==> config.mk <==
export PLATFORM = sky130hd
export DESIGN_NAME = four_port_parallel_io
export DESIGN_NICKNAME = d
export VERILOG_FILES = /design/src/common/four_port_pkg.sv /design/src/logic/four_port_parallel_io.sv
export VERILOG_INCLUDE_DIRS = /design/src /design/src/common
export SDC_FILE = /design/constraint.sdc
export NUM_CORES = 1
export LEC_CHECK = 0
export ABC_CLOCK_PERIOD_IN_PS = 2400
export BUFFER_PORTS_ARGS = -buffer_cell sky130_fd_sc_hd__buf_2
export CAP_MARGIN = 10
export CORE_MARGIN = 3
export CORE_UTILIZATION = 44
export DETAILED_ROUTE_END_ITERATION = 12
export GPL_TIMING_DRIVEN = 0
export PLACE_DENSITY = 0.8
export SLEW_MARGIN = 20
export SYNTH_ARGS = -nofsm -noshare
export SYNTH_HDL_FRONTEND = slang
export SYNTH_SLANG_ARGS = --single-unit
==> constraint.sdc <==
create_clock -name clk_sys -period 2.4 [get_ports clk_sys]
set_input_delay 0.48 -clock clk_sys [delete_from_list [all_inputs] [get_ports clk_sys]]
set_output_delay 0.48 -clock clk_sys [all_outputs]
set_load 0.1 [all_outputs]
==> src/common/four_port_params.svh <==
`ifndef FOUR_PORT_PARAMS_SVH
`define FOUR_PORT_PARAMS_SVH

// ----------------------------------------------------------------
// Register indices, byte address is four times the index.
// ----------------------------------------------------------------
`define FP_IDX_W 14
`define FP_IDX_DATA_A 14'h0000
`define FP_IDX_DATA_B 14'h0001
`define FP_IDX_DATA_C 14'h0002
`define FP_IDX_DATA_D 14'h0003
`define FP_IDX_DIR_A 14'h0004
`define FP_IDX_DIR_B 14'h0005
`define FP_IDX_DIR_C 14'h0006
`define FP_IDX_DIR_D 14'h0007
`define FP_IDX_OPTION 14'h3fdf

// ----------------------------------------------------------------
// Field positions and reset values.
// ----------------------------------------------------------------
`define FP_DIR8_RESET 8'h00
`define FP_DIR7_RESET 7'h00
`define FP_OPT_SENS_BIT 1
`define FP_OPT_SENS_RESET 1'b1
`define FP_EDGE_REF_RESET 8'hff
`define FP_RD_ZERO 32'h0000_0000
`define FP_D_ASYNC_LO 0
`define FP_D_SPI_LO 2

`endif

==> src/common/four_port_pkg.sv <==
`default_nettype none
package four_port_pkg;

	// Pin or register bundle covering all four ports.
	typedef struct packed {
		logic [6:0] d;
		logic [7:0] c;
		logic [7:0] b;
		logic [7:0] a;
	} port_bus_t;

	// Shared-function drive of the narrow port.
	typedef struct packed {
		logic [3:0] spiOe;
		logic [3:0] spiOut;
		logic [1:0] asyncOe;
		logic [1:0] asyncOut;
	} special_drive_t;

endpackage
`default_nettype wire

==> src/logic/four_port_parallel_io.sv <==
// The Avalon-MM slave port was chosen for this implementation.
`timescale 1ns/100ps
`default_nettype none
`include "four_port_params.svh"

module four_port_parallel_io #(
	parameter logic [7:0] INT_OPTION = 8'hff
) (
	input wire logic clk_sys,
	input wire logic reset_n,
	input wire logic [15:0] address,
	input wire logic read,
	input wire logic write,
	input wire logic [31:0] writedata,
	input wire logic [3:0] byteenable,
	output logic [31:0] readdata,
	output logic waitrequest,
	input wire four_port_pkg::port_bus_t pinIn,
	output four_port_pkg::port_bus_t pinOut,
	output four_port_pkg::port_bus_t pinOe,
	output logic [7:0] pullupEn,
	input wire four_port_pkg::special_drive_t special,
	output logic portIrqReq,
	output logic edgeAndLevel
);

	// ----------------------------------------------------------------
	// Bus slave.
	// ----------------------------------------------------------------
	logic ack_r;
	logic ack_nxt;
	logic [31:0] readdata_r;
	logic [31:0] readdata_nxt;
	logic request;
	logic writeTake;
	logic [`FP_IDX_W-1:0] index;
	logic [7:0] wrByte;

	// ----------------------------------------------------------------
	// Port registers.
	// ----------------------------------------------------------------
	four_port_pkg::port_bus_t data_r;
	four_port_pkg::port_bus_t data_nxt;
	four_port_pkg::port_bus_t dir_r;
	four_port_pkg::port_bus_t dir_nxt;
	four_port_pkg::port_bus_t pinSample_r;
	four_port_pkg::port_bus_t readView;
	logic sens_r;
	logic sens_nxt;
	logic sensLocked_r;
	logic sensLocked_nxt;

	// ----------------------------------------------------------------
	// Interrupt source state.
	// ----------------------------------------------------------------
	logic [7:0] prevB_r;
	logic [7:0] prevB_nxt;
	logic irq_r;
	logic irq_nxt;
	logic [7:0] srcEn;
	logic [7:0] fallB;
	logic anyLow;

	assign request = read | write;
	assign index = address[15:2];
	assign wrByte = writedata[7:0];
	assign writeTake = write & ack_r & byteenable[0];
	assign waitrequest = request & ~ack_r;
	assign readdata = readdata_r;

	always_comb
	begin
		readView = (data_r & dir_r) | (pinSample_r & ~dir_r);
	end

	always_comb
	begin
		ack_nxt = request & ~ack_r;
		readdata_nxt = readdata_r;
		if (read & ~ack_r)
		begin
			readdata_nxt = `FP_RD_ZERO;
			unique case (index)
				`FP_IDX_DATA_A: readdata_nxt[7:0] = readView.a;
				`FP_IDX_DATA_B: readdata_nxt[7:0] = readView.b;
				`FP_IDX_DATA_C: readdata_nxt[7:0] = readView.c;
				`FP_IDX_DATA_D: readdata_nxt[6:0] = readView.d;
				`FP_IDX_DIR_A: readdata_nxt[7:0] = dir_r.a;
				`FP_IDX_DIR_B: readdata_nxt[7:0] = dir_r.b;
				`FP_IDX_DIR_C: readdata_nxt[7:0] = dir_r.c;
				`FP_IDX_DIR_D: readdata_nxt[6:0] = dir_r.d;
				`FP_IDX_OPTION: readdata_nxt[`FP_OPT_SENS_BIT] = sens_r;
				default: readdata_nxt = `FP_RD_ZERO;
			endcase
		end
	end

	always_ff @(posedge clk_sys)
	begin
		if (!reset_n)
		begin
			ack_r <= 1'b0;
			readdata_r <= `FP_RD_ZERO;
		end
		else
		begin
			ack_r <= ack_nxt;
			readdata_r <= readdata_nxt;
		end
	end

	always_comb
	begin
		data_nxt = data_r;
		dir_nxt = dir_r;
		sens_nxt = sens_r;
		sensLocked_nxt = sensLocked_r;
		if (writeTake)
		begin
			unique case (index)
				`FP_IDX_DATA_A: data_nxt.a = wrByte;
				`FP_IDX_DATA_B: data_nxt.b = wrByte;
				`FP_IDX_DATA_C: data_nxt.c = wrByte;
				`FP_IDX_DATA_D: data_nxt.d = wrByte[6:0];
				`FP_IDX_DIR_A: dir_nxt.a = wrByte;
				`FP_IDX_DIR_B: dir_nxt.b = wrByte;
				`FP_IDX_DIR_C: dir_nxt.c = wrByte;
				`FP_IDX_DIR_D: dir_nxt.d = wrByte[6:0];
				`FP_IDX_OPTION:
				begin
					if (!sensLocked_r)
					begin
						sens_nxt = wrByte[`FP_OPT_SENS_BIT];
						sensLocked_nxt = 1'b1;
					end
				end
				default: data_nxt = data_r;
			endcase
		end
	end

	always_ff @(posedge clk_sys)
	begin
		data_r <= data_nxt;
		pinSample_r <= pinIn;
	end

	always_ff @(posedge clk_sys)
	begin
		if (!reset_n)
		begin
			dir_r <= {`FP_DIR7_RESET, `FP_DIR8_RESET, `FP_DIR8_RESET,
				`FP_DIR8_RESET};
			sens_r <= `FP_OPT_SENS_RESET;
			sensLocked_r <= 1'b0;
		end
		else
		begin
			dir_r <= dir_nxt;
			sens_r <= sens_nxt;
			sensLocked_r <= sensLocked_nxt;
		end
	end

	// ----------------------------------------------------------------
	// Pin drive.
	// ----------------------------------------------------------------
	// direction control
	always_comb
	begin
		pinOut = data_r;
		pinOe = reset_n ? dir_r : '0;
		if (reset_n)
		begin
			for (int i = 0; i < 2; i++)
			begin
				if (special.asyncOe[i])
				begin
					pinOe.d[`FP_D_ASYNC_LO + i] = 1'b1;
					pinOut.d[`FP_D_ASYNC_LO + i] = special.asyncOut[i];
				end
			end
			for (int i = 0; i < 4; i++)
			begin
				if (special.spiOe[i])
				begin
					pinOe.d[`FP_D_SPI_LO + i] = 1'b1;
					pinOut.d[`FP_D_SPI_LO + i] = special.spiOut[i];
				end
			end
		end
	end

	// ----------------------------------------------------------------
	// Second port interrupt sources.
	// ----------------------------------------------------------------
	genvar g;
	generate
		for (g = 0; g < 8; g++)
		begin : gSrc
			assign srcEn[g] = INT_OPTION[g] & ~dir_r.b[g];
			assign pullupEn[g] = srcEn[g];
			assign fallB[g] = srcEn[g] & prevB_r[g] & ~pinIn.b[g];
		end
	endgenerate

	assign anyLow = |(srcEn & ~pinIn.b);
	assign edgeAndLevel = sens_r;
	assign portIrqReq = irq_r;

	always_comb
	begin
		prevB_nxt = pinIn.b;
		irq_nxt = (|fallB) | (sens_r & anyLow);
	end

	always_ff @(posedge clk_sys)
	begin
		if (!reset_n)
		begin
			prevB_r <= `FP_EDGE_REF_RESET;
			irq_r <= 1'b0;
		end
		else
		begin
			prevB_r <= prevB_nxt;
			irq_r <= irq_nxt;
		end
	end
endmodule

`default_nettype wire

## Yosys cells after proc, flatten, opt, wreduce, memory -nomap -nowiden

Cells that the tools add are included.

| operators by class | value |
|---|---|
| equal/unequal tests | 8 |
| muxes and demuxes | 19 |
| bitwise logic cells | 47 |
| reduce and logical (&&, ||, !) cells | 13 |

Operators by type and width:

| cell | number |
|---|---|
| bitwise AND 31 bit | 2 |
| equality test 14 x 3 -> 1 bit (second input constant) | 4 |
| case mux 5 bit (8 select lines) | 1 |
| two-way mux 31 bit | 1 |
| NOT 31 bit | 1 |
| bitwise OR 31 bit | 1 |
| equality test 14 x 2 -> 1 bit (second input constant) | 2 |
| bitwise AND 1 bit | 21 |
| NOT 1 bit | 18 |
| AND reduction 2 bit | 9 |
| OR reduction 8 bit | 2 |
| equality test 14 x 1 -> 1 bit (second input constant) | 1 |
| equality test 14 bit (second input constant) | 1 |
| logical NOT 14 bit | 1 |
| two-way mux 1 bit | 12 |
| two-way mux 6 bit | 2 |
| case mux 1 bit (9 select lines) | 1 |
| bitwise AND 8 bit | 1 |
| NOT 8 bit | 1 |
| case mux 1 bit (8 select lines) | 1 |
| case mux 1 bit (6 select lines) | 1 |
| AND reduction 3 bit | 1 |
| bitwise OR 1 bit | 2 |

| word-level totals | value |
|---|---|
| register bits after elaboration | 113 |
| input bits | 99 |
| word-level logic and storage cells | 105 |

## Depth between registers and ports, before layout

| depth | value |
|---|---|
| depth in word-level cells | 5 |
| depth in mapped cells | 7 |
| mapped depth without buffers | 5 |

## Worst setup path before layout

No wires, ideal clock.

| timing path | value |
|---|---|
| path kind | input -> output |
| start point | in reset_n |
| end point | out pinOe[30] in the netlist's numbering |
| arrival | 2.053 ns |
| setup slack | -0.133 ns |
| stages on the path | 4 |
| path buffers | 3 |
| cell sequence | clkbuf_1 > clkbuf_1 > clkbuf_1 > and2_1 |

RTL lines:

| element | RTL line | text |
|---|---|---|
| start: declaration | four_port_parallel_io.sv:10 | `input wire logic reset_n,` |
| end: declaration | four_port_parallel_io.sv:20 | `output four_port_pkg::port_bus_t pinOe,` |

==> run metrics <==
status finished, final reports clean; Hold Fails Final Rpt 0; CTS root buf clkbuf_16; hold path start pinIn[27]; Post-synth ARST share 0%; PortBufs about 150; vias in the first global route approximately 4300; cells on worst reg2reg path 3; vias between 4000 and 5000; H-tree depth 4; Critical Path AT between 1500 and 2000 ps; pre-CTS WS -628 ps; Wirelength per Cell 18.4 um; Critical Path Source Type input port; postcts setup bufs 0; CP required around 1900 ps; grt met3 use between 6 and 7%; Final Wtd Congestion 0.895; total gr overflow 0; Antenna diodes 0; register area share after synthesis 50.9%; Netlist Area Pre-Place just over 0.005 mm2; FF-to-FF Start ack_r$_SDFF_PN0_; core area about 0.011 mm2; Detail Route Antenna Nets 0; final slew viol count 0; fillcell total between 900 and 1000; Clock transition at path regs approximately 50 ps; slew margin rel. around 48%; Global Route met1 Usage between 20% and 30%; initial antenna violation count 0; Layout Nets 772; Setup Viol. Count Final 0; Clock Path Buffers 2; area leader, netlist dfxtp_1; CTS tree built; Die X roughly 110 um; First DRT Iteration DRCs approximately 330; HP Class input port to flop; first-pass GRT wire length around 23000 um; fin util roughly 61%; WS Path Type input port to primary output; total track usage a little under a quarter; Mapped Cells between 400 and 500; Max Cap Viol 0; hold path endpoint pinSample_r[27]$_DFF_P_; FF-to-FF End pinOut[7]$_DFFE_PP_; Final min period 2290 ps; DR vias/cell roughly 5.2; dpl cell area just over 0.006 mm2; Slew @ Worst Pin roughly 770 ps; RSZ-0062 raised after global routing false; R2R Setup Slk between 300 and 400 ps; Ys Warns 0; layout cells sized above 1 approximately 40%; most utilized layer in the global route result met2; Non-Filler Instances just over 800; worst clock skew about 5 ps; WHS around 160 ps; # IOs ~200; most common cell after layout, fill and taps aside buf_2; most frequent cells in the layout 153 x buf_2, 82 x dfxtp_1, 58 x buf_4; highest attainable clock frequency approximately 440 MHz; Max IR drop VDD 499 uV; hold path cells 1; DPL Wire Length between 10000 and 15000 um; Netlist cell types between 40 and 50; PwrDens approximately 760 mW/mm2; period utilization between 90 and 100%; Global Route met2 Usage around 40%; Synth Register Bits 113; main flop type after synthesis dfxtp_1; leakage dissipation approximately 0.0031 uW; DRT Wirelength around 15000 um; synth-to-layout area growth 32.8%; cts-stage hold buffer count 0; EDFF count, synth 31; Finished Cell Area about 0.0067 mm2; insertion delay to the later sink of the worst-skew pair 410 ps; CP endpoint kind primary output; initial core utilization roughly 46%; CTS Buf Count 17; num rows 38; Die Area roughly 0.013 mm2; largest net degree at the start of global routing 17; main area contributors after synthesis dfxtp_1 32%, edfxtp_1 18%, mux2i_1 9.9%, buf_4 7.3%, nand2_1 3.8%; crit path max fanout 10; Clock Sinks 113; top cell type's share of synthesized area between 30% and 40%; DRC viols 0; Chip Height 113 um; Cell Count Post-Placement a little under 800; synthesized area per cell around 11 um2; final worst slack ~110 ps; First-pass DRT Iterations 5
per-layer routing:
metal | share of wire, % | vias to the layer above
met4 | 2.6 | 0
li1 | - | 1983
met5 | 0 | -
met1 | 41 | 2045
met2 | 47 | 209
met3 | 8.6 | 38
report_power, final:
group	internal (uW)	switching [uW]
Clock	1640	854
Combinational	144	427
Sequential	2000	12.0
worst max-delay path by stage:
stage,startpoint,cells past startpoint,end
finish,reset_n,5,pinOe[27]
global route,reset_n,5,pinOe[27]
detailed placement,reset_n,5,pinOe[30]
CTS,reset_n,5,pinOe[22]
floorplan,reset_n,4,pinOe[24]
global placement,address[3],5,pinOut[7]$_DFFE_PP_
cells by family (layout without fill, tap and decap cells):
logic type / Yosys count / count (layout) / synth area share, %
AND/OR/NAND/NOR: 138 / 138 / 14.8
flip-flops: 113 / 113 / 50.9
buffers and inverters: 98 / 282 / 11.3
multiplexers: 67 / 67 / 15.3
AO/OA/AOI/OAI: 62 / 62 / 7.70
other: 1 / 24 / 0.0742
stage by stage:
step,TNS (ps),total power (uW)
floorplan,-706,2470
detailed placement,-10060,2610
finish,0,5080
CTS,0,5080
global route,0,5200
global placement,-27100,2600
state kept, by name, summed over array words and instances (netlist names):
| register | cells |
|---|---|
| dir_r | 31 |
| prevB_r | 8 |
| pinOut | 25 |
| pinSample_r | 31 |
| ack_r | 1 |
| sensLocked_r | 1 |
| data_r | 6 |
| edgeAndLevel | 1 |
| portIrqReq | 1 |
| readdata | 8 |
worst max-delay path: stages:
cell	delay, ps
clkbuf_2	210
clkbuf_2	270
clkbuf_2	360
o21a_1	190
buf_4	290
cell usage after synthesis (10+ instances only):
master,number
nand2_1,51
buf_4,49
nor2b_1,13
and2_1,13
dfxtp_1,82
mux2_2,10
inv_1,29
edfxtp_1,31
nand2b_1,11
o21ai_0,22
nor2_1,19
mux2i_1,50
final cells by class:
type	instances	area, um2	share of cell area, %
inverters	29	109	1.62
multi-input cells	291	2010	30.0
repair buffers	152	783	11.7
clock buffers	20	447	6.66
clock inverters	12	140	2.09
flip-flops and latches	113	2570	38.3
well taps	140	175	2.61
plain buffers	69	470	7.01
repair_timing:
| item | CTS | global route |
|---|---|---|
| gates cloned | 0 | 0 |
| hold endpoints to repair | 0 | 0 |
| endpoints found under the setup margin | 33 | 5 |
| gates resized for setup | 12 | 4 |
No activity file was read; power rests on OpenSTA's default activity.
